===== config.mk =====
export PLATFORM = sky130hd
export DESIGN_NAME = ipsc_top
export DESIGN_NICKNAME = d
export VERILOG_FILES = /design/src/ipsc_pkg.sv /design/src/ipsc_top.sv
export SDC_FILE = /design/constraint.sdc
export NUM_CORES = 1
export LEC_CHECK = 0
export ABC_CLOCK_PERIOD_IN_PS = 26300
export BUFFER_PORTS_ARGS = -buffer_cell sky130_fd_sc_hd__buf_4
export CORE_ASPECT_RATIO = 1.1
export CORE_MARGIN = 2
export CORE_UTILIZATION = 40
export DETAILED_ROUTE_END_ITERATION = 8
export MAX_ROUTING_LAYER = met4
export SLEW_MARGIN = 20
export SYNTH_ARGS = -nofsm -noshare
export SYNTH_HDL_FRONTEND = slang
export SYNTH_SLANG_ARGS = --single-unit

===== constraint.sdc =====
create_clock -name clock -period 26.3 [get_ports clock]
set_clock_uncertainty 0.15 [all_clocks]
set_input_delay 5.26 -clock clock [delete_from_list [all_inputs] [get_ports clock]]
set_output_delay 5.26 -clock clock [all_outputs]
set_load 0.01 [all_outputs]

===== src/ipsc_pkg.sv =====
package ipsc_pkg;

  // ----------------------------------------------------------------
  // Bus geometry
  // ----------------------------------------------------------------
  localparam int ADDR_W = 28;             // Byte address width
  localparam int DATA_W = 16;             // Register width
  localparam int LVL_W  = 4;              // Priority field width
  localparam int NUM_EXT = 8;             // External request inputs
  localparam int NUM_SRC = 9;             // Arbitrated on-chip sources
  localparam int SRC_W  = 4;              // Source index width

  // ----------------------------------------------------------------
  // Register offsets
  // ----------------------------------------------------------------
  localparam logic [27:0] OFS_PRIO_TMR_SER  = 28'h5ffff8a; // Timer/serial
  localparam logic [27:0] OFS_PRIO_SER_2ND  = 28'h5ffff8c; // Second serial
  localparam logic [27:0] OFS_SENSE_CTRL    = 28'h5ffff8e; // Sense control

  // ----------------------------------------------------------------
  // Field positions (low bit of each 4-bit field, bit index of each one-bit flag)
  // ----------------------------------------------------------------
  localparam int POS_TMR2   = 12;         // Timer channel 2 level
  localparam int POS_TMR3   = 8;          // Timer channel 3 level
  localparam int POS_TMR4   = 4;          // Timer channel 4 level
  localparam int POS_SER0   = 0;          // Serial channel 0 level
  localparam int POS_SER1   = 12;         // Serial channel 1 level
  localparam int POS_PAR_AD = 8;          // Parity and converter level
  localparam int POS_WD_REF = 4;          // Watchdog and refresh level
  localparam int POS_NMI_LVL  = 15;       // Pin level, read-only
  localparam int POS_NMI_EDGE = 8;        // Pin edge polarity

  // Writable bits of the second-serial register, low nibble reserved
  localparam logic [15:0] SER_2ND_MASK = 16'hfff0;

  // ----------------------------------------------------------------
  // Reset values
  // ----------------------------------------------------------------
  localparam logic [15:0] RST_PRIO      = 16'h0000; // Both priority regs
  localparam logic        RST_NMI_EDGE  = 1'b0;     // Falling edge
  localparam logic [7:0]  RST_SENSE     = 8'h00;    // All level sense
  localparam logic        RST_PIN_IDLE  = 1'b1;     // Pin sync idle value

  // ----------------------------------------------------------------
  // Arbitrated source indices
  // ----------------------------------------------------------------
  localparam logic [3:0] SRC_TMR2    = 4'h0; // Timer channel 2
  localparam logic [3:0] SRC_TMR3    = 4'h1; // Timer channel 3
  localparam logic [3:0] SRC_TMR4    = 4'h2; // Timer channel 4
  localparam logic [3:0] SRC_SER0    = 4'h3; // Serial channel 0
  localparam logic [3:0] SRC_SER1    = 4'h4; // Serial channel 1
  localparam logic [3:0] SRC_PARITY  = 4'h5; // Bus parity check
  localparam logic [3:0] SRC_ADC     = 4'h6; // Converter
  localparam logic [3:0] SRC_WDOG    = 4'h7; // Watchdog timer
  localparam logic [3:0] SRC_REFRESH = 4'h8; // Memory refresh control

endpackage


===== src/ipsc_top.sv =====
// The address-and-strobe port was left to the implementer.
`timescale 1ns/100ps

module ipsc_top
(
  input  wire logic        clock,        // System clock, 25 MHz
  input  wire logic        rst_n,        // Async reset, active low
  // Register port
  input  wire logic [27:0] addr,         // Byte address
  input  wire logic [15:0] wdata,        // Write data
  input  wire logic        wr,           // Write strobe
  input  wire logic        rd,           // Read strobe
  output logic      [15:0] rdata,        // Read data, cycle after rd
  // Pins
  input  wire logic        nmi_pin,      // Non-maskable request pin
  input  wire logic [7:0]  ext_req_pin,  // External requests, input 0 msb
  input  wire logic [7:0]  ext_ack,      // Clears latched edge requests
  // On-chip sources, same clock
  input  wire logic [8:0]  src_req,      // Source request levels
  input  wire logic [3:0]  cpu_mask,     // Processor mask level
  // Requests to the core
  output logic             nmi_req,      // One-cycle pin edge pulse
  output logic      [7:0]  ext_req,      // Sensed external requests
  output logic             arb_valid,    // A source beats the mask
  output logic      [3:0]  arb_level,    // Winning level
  output logic      [3:0]  arb_src       // Winning source index
);

  // ----------------------------------------------------------------
  // State
  // ----------------------------------------------------------------
  typedef struct packed
  {
    logic [15:0] prio_tmr_ser;   // Timer/serial priority register
    logic [15:0] prio_ser_2nd;   // Second-serial priority register
    logic        nmi_edge_pol;   // One selects rising edge
    logic [7:0]  sense_sel;      // Bit 7 input 0 .. bit 0 input 7
    logic        nmi_s1;         // Pin sync stage one
    logic        nmi_s2;         // Pin sync stage two
    logic        nmi_prev;       // Previous synced pin
    logic [7:0]  ext_s1;         // Input sync stage one
    logic [7:0]  ext_s2;         // Input sync stage two
    logic [7:0]  ext_prev;       // Previous synced inputs
    logic [7:0]  ext_pend;       // Latched falling edges
    logic [15:0] rdata;          // Read data register
    logic        nmi_req;        // Edge pulse
    logic [7:0]  ext_req;        // Sensed requests
    logic        arb_valid;      // Winner present
    logic [3:0]  arb_level;      // Winning level
    logic [3:0]  arb_src;        // Winning source
  } ipsc_state_t;

  ipsc_state_t state;            // Registered state
  ipsc_state_t next_state;       // Next state

  // ----------------------------------------------------------------
  // Helpers
  // ----------------------------------------------------------------
  // Pull one 4-bit priority field out of a register
  function automatic logic [3:0] get_field
  (
    input logic [15:0] value,
    input int          pos
  );
    get_field = value[pos +: 4];
  endfunction

  // Level assigned to each arbitrated source
  function automatic logic [3:0] src_level
  (
    input logic [15:0] tmr_ser,
    input logic [15:0] ser_2nd,
    input int          idx
  );
    logic [3:0] lvl;
    lvl = 4'h0;
    unique case (idx)
      0: lvl = get_field(tmr_ser, ipsc_pkg::POS_TMR2);
      1: lvl = get_field(tmr_ser, ipsc_pkg::POS_TMR3);
      2: lvl = get_field(tmr_ser, ipsc_pkg::POS_TMR4);
      3: lvl = get_field(tmr_ser, ipsc_pkg::POS_SER0);
      4: lvl = get_field(ser_2nd, ipsc_pkg::POS_SER1);
      5: lvl = get_field(ser_2nd, ipsc_pkg::POS_PAR_AD);
      6: lvl = get_field(ser_2nd, ipsc_pkg::POS_PAR_AD);
      7: lvl = get_field(ser_2nd, ipsc_pkg::POS_WD_REF);
      8: lvl = get_field(ser_2nd, ipsc_pkg::POS_WD_REF);
      default: lvl = 4'h0;
    endcase
    src_level = lvl;
  endfunction

  // ----------------------------------------------------------------
  // Next-state logic
  // ----------------------------------------------------------------
  // Register access, pin sensing and arbitration
  always_comb
  begin
    logic        nmi_rise;       // Synced pin rose
    logic        nmi_fall;       // Synced pin fell
    logic [7:0]  ext_fall;       // Synced inputs fell
    logic [3:0]  best_lvl;       // Running best level
    logic [3:0]  best_src;       // Running best source
    logic        best_ok;        // Running winner flag
    logic [3:0]  lvl;            // Level under test
    logic [15:0] sense_word;     // Sense register image
    nmi_rise   = 1'b0;
    nmi_fall   = 1'b0;
    ext_fall   = 8'h00;
    best_lvl   = 4'h0;
    best_src   = 4'h0;
    best_ok    = 1'b0;
    lvl        = 4'h0;
    sense_word = 16'h0000;
    next_state = state;

    // Synchronise pins, first stage only feeds the second
    next_state.nmi_s1   = nmi_pin;
    next_state.nmi_s2   = state.nmi_s1;
    next_state.nmi_prev = state.nmi_s2;
    next_state.ext_s1   = ext_req_pin;
    next_state.ext_s2   = state.ext_s1;
    next_state.ext_prev = state.ext_s2;

    // Register writes
    if (wr)
    begin
      unique case (addr)
        ipsc_pkg::OFS_PRIO_TMR_SER:
        begin
          next_state.prio_tmr_ser = wdata;
        end
        ipsc_pkg::OFS_PRIO_SER_2ND:
        begin
          // Low nibble is reserved and stays zero
          next_state.prio_ser_2nd =
            wdata & ipsc_pkg::SER_2ND_MASK;
        end
        ipsc_pkg::OFS_SENSE_CTRL:
        begin
          // Pin level bit ignores writes
          next_state.nmi_edge_pol =
            wdata[ipsc_pkg::POS_NMI_EDGE];
          next_state.sense_sel = wdata[7:0];
        end
        default:
        begin
          // Unmapped write is dropped
        end
      endcase
    end

    // Sense register image, pin level from the synced pin
    sense_word[ipsc_pkg::POS_NMI_LVL]  = state.nmi_s2;
    sense_word[ipsc_pkg::POS_NMI_EDGE] = state.nmi_edge_pol;
    sense_word[7:0]                    = state.sense_sel;

    // Register reads, data stands one cycle only
    next_state.rdata = 16'h0000;
    if (rd)
    begin
      unique case (addr)
        ipsc_pkg::OFS_PRIO_TMR_SER:
        begin
          next_state.rdata = state.prio_tmr_ser;
        end
        ipsc_pkg::OFS_PRIO_SER_2ND:
        begin
          next_state.rdata = state.prio_ser_2nd;
        end
        ipsc_pkg::OFS_SENSE_CTRL:
        begin
          next_state.rdata = sense_word;
        end
        default:
        begin
          // Unmapped read returns zero
          next_state.rdata = 16'h0000;
        end
      endcase
    end

    // Pin edge detection on synced samples
    nmi_rise = state.nmi_s2 & ~state.nmi_prev;
    nmi_fall = ~state.nmi_s2 & state.nmi_prev;
    if (state.nmi_edge_pol)
    begin
      next_state.nmi_req = nmi_rise;
    end
    else
    begin
      next_state.nmi_req = nmi_fall;
    end

    // External inputs: level or latched falling edge
    ext_fall = ~state.ext_s2 & state.ext_prev;
    for (int i = 0; i < ipsc_pkg::NUM_EXT; i++)
    begin
      // Input i uses sense bit 7-i
      if (state.sense_sel[7 - i])
      begin
        // Edge set wins over a same-cycle acknowledge
        if (ext_fall[7 - i])
        begin
          next_state.ext_pend[7 - i] = 1'b1;
        end
        else if (ext_ack[7 - i])
        begin
          next_state.ext_pend[7 - i] = 1'b0;
        end
        next_state.ext_req[7 - i] = next_state.ext_pend[7 - i];
      end
      else
      begin
        // Level mode drops any stale latched edge
        next_state.ext_pend[7 - i] = 1'b0;
        next_state.ext_req[7 - i]  = ~state.ext_s2[7 - i];
      end
    end

    // Arbitration: highest level above the mask, low index on ties
    for (int s = 0; s < ipsc_pkg::NUM_SRC; s++)
    begin
      lvl = src_level(state.prio_tmr_ser, state.prio_ser_2nd, s);
      if (src_req[s] && (lvl > cpu_mask) &&
          (!best_ok || (lvl > best_lvl)))
      begin
        best_ok  = 1'b1;
        best_lvl = lvl;
        best_src = s[3:0];
      end
    end
    next_state.arb_valid = best_ok;
    next_state.arb_level = best_lvl;
    next_state.arb_src   = best_src;
  end

  // ----------------------------------------------------------------
  // State register
  // ----------------------------------------------------------------
  // Constant reset values, every register on every edge
  always_ff @(posedge clock or negedge rst_n)
  begin
    if (!rst_n)
    begin
      state.prio_tmr_ser <= ipsc_pkg::RST_PRIO;
      state.prio_ser_2nd <= ipsc_pkg::RST_PRIO;
      state.nmi_edge_pol <= ipsc_pkg::RST_NMI_EDGE;
      state.sense_sel    <= ipsc_pkg::RST_SENSE;
      state.nmi_s1       <= ipsc_pkg::RST_PIN_IDLE;
      state.nmi_s2       <= ipsc_pkg::RST_PIN_IDLE;
      state.nmi_prev     <= ipsc_pkg::RST_PIN_IDLE;
      state.ext_s1       <= {8{ipsc_pkg::RST_PIN_IDLE}};
      state.ext_s2       <= {8{ipsc_pkg::RST_PIN_IDLE}};
      state.ext_prev     <= {8{ipsc_pkg::RST_PIN_IDLE}};
      state.ext_pend     <= 8'h00;
      state.rdata        <= 16'h0000;
      state.nmi_req      <= 1'b0;
      state.ext_req      <= 8'h00;
      state.arb_valid    <= 1'b0;
      state.arb_level    <= 4'h0;
      state.arb_src      <= 4'h0;
    end
    else
    begin
      state <= next_state;
    end
  end

  // ----------------------------------------------------------------
  // Outputs, straight from flip-flops
  // ----------------------------------------------------------------
  assign rdata     = state.rdata;
  assign nmi_req   = state.nmi_req;
  assign ext_req   = state.ext_req;
  assign arb_valid = state.arb_valid;
  assign arb_level = state.arb_level;
  assign arb_src   = state.arb_src;

endmodule // ipsc_top


### After elaboration in Yosys (flattened, before gate mapping)

Cells that the tools add are included.

| storage, ports and cells | value |
|---|---|
| output and inout port bits | 34 |
| input bits | 78 |
| register bits | 106 |
| logic and storage cells | 146 |

| cells by class | value |
|---|---|
| reduce and logical (&&, ||, !) cells | 36 |
| equality and inequality tests | 3 |
| muxes and demuxes | 61 |
| bitwise operators | 14 |
| order comparisons | 15 |

Operators by type and width:

| cell | count |
|---|---|
| == test 28 x 27 -> 1 bit, second input constant | 3 |
| two-way mux 4 bit | 16 |
| greater-than comparator 4 bit | 15 |
| case mux 16 bit (3 select lines) | 1 |
| two-way mux 1 bit | 43 |
| logical AND 1 bit | 17 |
| two-way mux 16 bit | 1 |
| NOT 1 bit | 10 |
| AND 8 bit | 1 |
| zero test 1 bit | 8 |
| logical OR 1 bit | 8 |
| NOT 8 bit | 1 |
| AND reduction 2 bit | 3 |
| AND 1 bit | 2 |

### Logic depth before layout (Yosys ltp)

Gate-level depths: netlist of run 1.

| logic depth | value |
|---|---|
| word-level depth | 35 |
| depth in mapped cells | 69 |
| mapped depth without buffers | 67 |

### Worst setup path before layout of run 1

Ideal clock, no wire load.

| timing path | value |
|---|---|
| kind | input-to-reg |
| start point | input cpu_mask[1] |
| end point | register arb_level[0] (netlist name) |
| path buffers | 2 |
| setup slack | 8920 ps |
| required time | 26025 ps |
| setup time | 125 ps |
| stages on the path | 68 |
| data arrival time | 17106 ps |
| cell sequence | inv_1 -> ha_1 -> nor2b_4 -> o211ai_2 -> a21oi_1 -> nand2_1 -> ha_1 -> nor2b_1 -> o211a_1 -> o21ai_0 -> o211ai_1 -> and2_1 -> ha_1 -> a21oi_1 -> o21ai_0 -> a22oi_2 -> or2_2 -> o21a_1 -> [... 32 more ...] -> o2bb2ai_1 -> inv_1 -> ha_1 -> nor2b_1 -> o21ai_0 -> nand2b_1 -> a21oi_1 -> a41o_1 -> a21oi_2 -> mux2i_1 -> ha_1 -> nor2b_1 -> o21a_1 -> o21a_1 -> o2111ai_1 -> o31ai_4 -> nor2_2 -> mux2_2 |

RTL lines:

| item | line | RTL |
|---|---|---|
| start: declaration | ipsc_top.sv:20 | `input wire logic [3:0] cpu_mask,` |

==> results of run 1 <==
-- worst max-delay path by stage --
| stage | startpoint | to | cells after the start |
|---|---|---|---|
| finish | cpu_mask[1] | arb_level[2] | 68 |
| floorplan | cpu_mask[1] | arb_level[0] | 68 |
| detailed placement | cpu_mask[1] | arb_level[2] | 67 |
| global route | cpu_mask[1] | arb_level[3] | 67 |
| global placement | cpu_mask[3] | arb_level[1] | 67 |
| CTS | cpu_mask[1] | arb_level[2] | 67 |
-- area by class of cell --
cell class / count / area, sq um
Clock buffer: 13 / 272
Clock inverter: 3 / 33.8
Fill cell: 1391 / 7840
Inverter: 34 / 128
Multi-Input combinational cell: 372 / 3120
Sequential cell: 106 / 2690
Tap cell: 196 / 245
Timing Repair Buffer: 112 / 841
-- power by group --
| group | total, mW | internal, mW | switching [mW] |
|---|---|---|---|
| logic | 0.0323 | 0.0164 | 0.0159 |
| clock network | 0.136 | 0.0739 | 0.0618 |
| registers | 0.170 | 0.168 | 0.00150 |
-- routing by layer --
metal | share of wire | up-vias
met5 | 0 | -
met4 | 0.021 | 0
met3 | 0.053 | 29
met2 | 0.50 | 144
met1 | 0.42 | 2256
li1 | - | 2180
-- sequential cells by signal, indices dropped and copies added (netlist names) --
name        cells
ext_req         8
nmi_req         1
arb_level       4
next_state     18
arb_src         4
arb_valid       1
rdata          16
state          54
-- placed cells by master, fill, tap and decap left out, types with 19 or more instances in the layout --
cell      instances
nor2_1           29
nand2b_1         20
ha_1             60
buf_4           112
a21oi_1          30
mux2_2           24
mux2_1           19
inv_1            34
dfstp_2          27
dfrtp_1          79
-- critical path, delay by kind of cell --
kind,cells,cell delay [ps]
buffers and inverters,6,680
adders and majority gates,9,2490
AOI/OAI and AO/OA,37,8310
muxes,3,880
and+or+nand+nor,13,1940
-- kinds of logic (layout without fill, tap and decap cells) --
family | count (synthesis) | after routing | share of synthesized area
AO/OA/AOI/OAI | 137 | 137 | 0.170
flip-flops | 106 | 106 | 0.430
buffers and inverters | 77 | 162 | 0.0705
AND/OR/NAND/NOR | 122 | 122 | 0.116
adder cells (fa/ha/maj) | 60 | 60 | 0.120
multiplexers | 53 | 53 | 0.0935
==> results.md, run 1 <==
* Status: completed
* Pwr/cell area at around 46 nW/um^2
* Global Route met3 Usage at 0.0291
* Critical Path Source Type: input port
* Clock Tree Buf Depth at 2
* Initial Utilization at 0.412
* Cts-stage hold buffer count at 0
* Via count at 4609
* TritonCTS clock tree: built
* Antenna-violating nets left at 0
* RSZ-0062 raised after global routing: no
* Synth Register Bits at 106
* TNS Setup at 0 ps
* Grt met2 use at 0.330
* Setup slack after layout at 6830 ps
* Post-synth EDFFs at 0
* Max cap viols at 0
* Largest cells by area after synthesis: dfrtp_1 (32%), ha_1 (12%), dfstp_2 (11%), mux2_2 (4.3%), buf_4 (4.1%)
* Post-place setup slack at roughly 6700 ps
* Busiest layer in global routing: met2
* Post-layout util at 0.483
* Syn. warnings at 0
* Worst-margin pin slew at 1040 ps
* Final Slew Violations at 0
* Crit path max-delay cell type: a2bb2oi_1
* Post-route cell area at ~7300 sq um
* Syn Inst Count at approximately 560
* Clock slew at reported path FFs at 70 ps
* GRT Total Usage at 0.194
* Hold WS at 206 ps
* Post-layout min period at 19470 ps
* # placed instances at between 800 and 900
* Antenna cell count at 0
* Count leader, synth: dfrtp_1
* Fin crit share at 0.740
* Critical path class: in -> reg
* # rows at 47
* Initial antenna violation count at 0
* Setup bufs post-CTS at 0
* R2R setup slack at 11630 ps
* Syn Nets at 693
* DIE WIDTH at about 120 microns
* TritonCTS buffer count at 9
* Number of global-route vias before repair at approximately 5000
* Maximum achievable frequency at ~50 MHz
* Area Growth Syn to Fin at 17.3%
* Type of the most critical hold path: reg -> reg
* DP Area at around 7000 sq um
* Final Power at 0.338 mW
* Routed WL at about 15000 microns
* Count of buffers from port buffering at 111
* Clk sinks at around 110
* PostCTS Resize Cnt at 0
* Finish-stage setup viols at 0
* CTS Root Cell: clkbuf_16
* Clk Latency, worst-skew pair at 350 ps
* Synth area leader: dfrtp_1
* Unique cell type count in the Yosys netlist at 66
* Met1 usage at 0.232
* FF-to-FF End: arb_level[2]
* IO Pins at about 110
* Die ar. at between 15000 and 20000 sq um
* Core area at roughly 15000 sq um
* R2r worst-path depth at 66
* Crit path capture type: register
* Share of flip-flops with an asynchronous set or reset at 1.00
* GRT Residual Overflow at 0
* Synth top area share at 0.316
* Relative slew slack at 0.303
* Hold Crit Start: next_state[57]
* 1st-iter DRT viols at 245
* Pin count of the biggest net entering global routing at 60
* Critical Path AT at 19560 ps
* Chip height at roughly 140 microns
* Finished Layout Cells at about 840
* Worst Path Required at about 26000 ps
* Share of post-route cells with drive strength above 1 at 0.322
* Most common library cells after synthesis: dfrtp_1 (79), ha_1 (60), buf_4 (34), inv_1 (34), a21oi_1 (30)
* CP dominant cell by count: o21a_1
* Crit-path max cell delay at around 760 ps
* RR Startpoint: state[107]
* Worst Path Max Fanout at 11
* Syn Area/Cell at 11.3 sq um
* LEAKAGE at between 3 and 4 nW
* Peak supply drop at 0.0259 mV
* Drt via density at ~5.5
* Cell count of the worst hold path at 0
* Hpwl dp at between 10000 and 15000 microns
* Hold EP: next_state[49]
* Final #Nets at between 700 and 800
* Gpl congestion at between 0.9 and 1
* H-tree depth at 3
* First-pass GRT wire length at approximately 24000 microns
* Routed wire per std cell at around 18 microns
* Mapped Area at between 6000 and 7000 sq um
* Top_reg_cell synth: dfrtp_1
* Register area share after synthesis at 0.430
* Residual DRC at 0
* DRT Pass-1 Iters at 5
* Endpoints failing hold at 0
(Power assumes the default switching activity.)
==> inputs of run 2 (changes only) <==
ABC_CLOCK_PERIOD_IN_PS = 19200   (was 26300)
clock period = 19.2 ns   (was 26.3 ns; I/O delays follow)
==> results.md, run 2 (synthesis gave the netlist of run 1 again) <==
* GRT Total Usage at 0.195
* Final Slew Violations at 0
* Crit-path max cell delay at 430 ps
* Finished Layout Cells at 836
* TritonCTS buffer count at 9
* Initial Utilization at 0.412
* Hold WS at 206 ps
* Worst Path Required at slightly below 20000 ps
* Chip height at about 140 microns
* Pin count of the biggest net entering global routing at 60
* Residual DRC at 0
* # rows at 47
* Top Metal Used: met4
* Worst-margin pin slew at between 1000 and 1500 ps
* Via count at 4646
* Metal3 WL at roughly 840 microns
* Post-route cell area at between 7000 and 8000 sq um
* 1st-iter DRT viols at between 200 and 250
* Type of the most critical hold path: reg -> reg
* Finish-stage setup viols at 0
* Routed WL at between 15000 and 20000 microns
* Most common cell after layout, fill and taps aside: buf_4
* Post-place setup slack at 1090 ps
* CP dominant cell by count: o21a_1
* DIE WIDTH at between 100 and 150 microns
* Pwr/cell area at between 60 and 70 nW/um^2
* DRT Pass-1 Iters at 5
* Peak supply drop at between 0.05 and 0.06 mV
* LEAKAGE at ~3.4 nW
* Final Power at approximately 0.46 mW
* Max cap viols at 0
* Crit path capture type: register
* Critical path class: in -> reg
* GRT Residual Overflow at 0
* Largest Register: state
* Cell count of the worst hold path at 0
* Filler cells at between 1000 and 1500
* Status: completed
* Share of post-route cells with drive strength above 1 at 0.325
* DP Area at roughly 7000 sq um
* Hpwl dp at 11600 microns
* Drt via density at roughly 5.6
* Routed wire per std cell at about 18 microns
* Clk sinks at 106
* Area of the multi-input gates at about 3100 sq um
* H-tree depth at 3
* Maximum achievable frequency at approximately 57 MHz
* RSZ-0062 raised after global routing: no
* Count of buffers from port buffering at roughly 110
* Worst Path Max Fanout at 11
* # placed instances at 820
* Max reg flops at 54
* First-pass GRT wire length at around 24000 microns
* Fin crit share at 0.922
* FF/Latch Area at approximately 2700 sq um
* Initial antenna violation count at 0
* Die ar. at 16600 sq um
* Number of global-route vias before repair at between 4000 and 5000
* Gpl congestion at 0.901
* TNS Setup at 0 ps
* Clock slew at reported path FFs at roughly 70 ps
* Clk Latency, worst-skew pair at between 300 and 400 ps
* Critical Path Source Type: input port
* Crit path max-delay cell type: o211ai_1
* Critical Path AT at approximately 18000 ps
* Area Growth Syn to Fin at 17.1%
* CTS Root Cell: clkbuf_16
* Relative slew slack at 0.301
* Clock Tree Buf Depth at 2
* Antenna-violating nets left at 0
* Final #Nets at a little under 800
* Setup slack after layout at about 1500 ps
* Endpoints failing hold at 0
* Antenna cell count at 0
* IO Pins at between 100 and 150
* R2r worst-path depth at between 60 and 70
* Metal2 WL at about 7500 microns
* Post-layout util at 0.482
* TritonCTS clock tree: built
* Met1 Routed Length at between 6000 and 7000 microns
* Post-layout min period at approximately 18000 ps
* Core area at around 15000 sq um
* Commonest non-fill, non-tap cells in the layout: buf_4 (112), dfrtp_1 (79), ha_1 (60)
[run 2: cell types whose count changed in the layout (fill, tap and decap cells not counted)]
cell       before  now
inv_6           0    2
a2bb2oi_1       2    1
a2bb2oi_2       0    1
clkbuf_1        2    1
clkbuf_16      10    9
clkinv_2        0    1
clkinv_4        2    1
[run 2: what timing repair did]
item	in CTS	in global routing
endpoints found under the setup margin	0	4
hold buffers	0	0
endpoints found under the hold margin	0	0
resized for setup	0	1
buffers inserted	0	0
[run 2: per-layer routing]
metal | vias to the layer above | global-route usage
met3 | 34 | 0.0329
li1 | 2188 | -
met2 | 154 | 0.326
met1 | 2270 | 0.228
met4 | 0 | 0.0859
met5 | - | -
[run 2: area by class of cell]
class / count / share of cell area
Clock buffer: 11 / 0.0332
Clock inverter: 5 / 0.00650
Sequential cell: 106 / 0.367
Multi-Input combinational cell: 372 / 0.428
Tap cell: 196 / 0.0335
Timing Repair Buffer: 112 / 0.115
Inverter: 34 / 0.0174
[run 2: final timing paths]
kind,slack [ps],to,startpoint
setup reg to reg,4890,arb_level[2],state[107]
min in group asynchronous,3330,state[103],rst_n
hold / removal,210,next_state[49],next_state[57]
max in group asynchronous,14370,rdata[5],rst_n
hold reg to reg,210,next_state[49],next_state[57]
setup / recovery,1500,arb_level[2],cpu_mask[1]
[run 2: report_power, final]
part | switching, mW | leakage [nW] | internal [mW]
sequential | 0.00201 | 1.37 | 0.230
clock | 0.0885 | 0.143 | 0.0938
combinational | 0.0220 | 1.88 | 0.0225
total | 0.112 | 3.38 | 0.346
[run 2: critical path, delay by kind of cell]
family / cells / cell delay [ps]
AOI/OAI and AO/OA: 35 / 7630
adders and majority gates: 9 / 2600
and+or+nand+nor: 15 / 2220
muxes: 3 / 850
buffers and inverters: 5 / 620
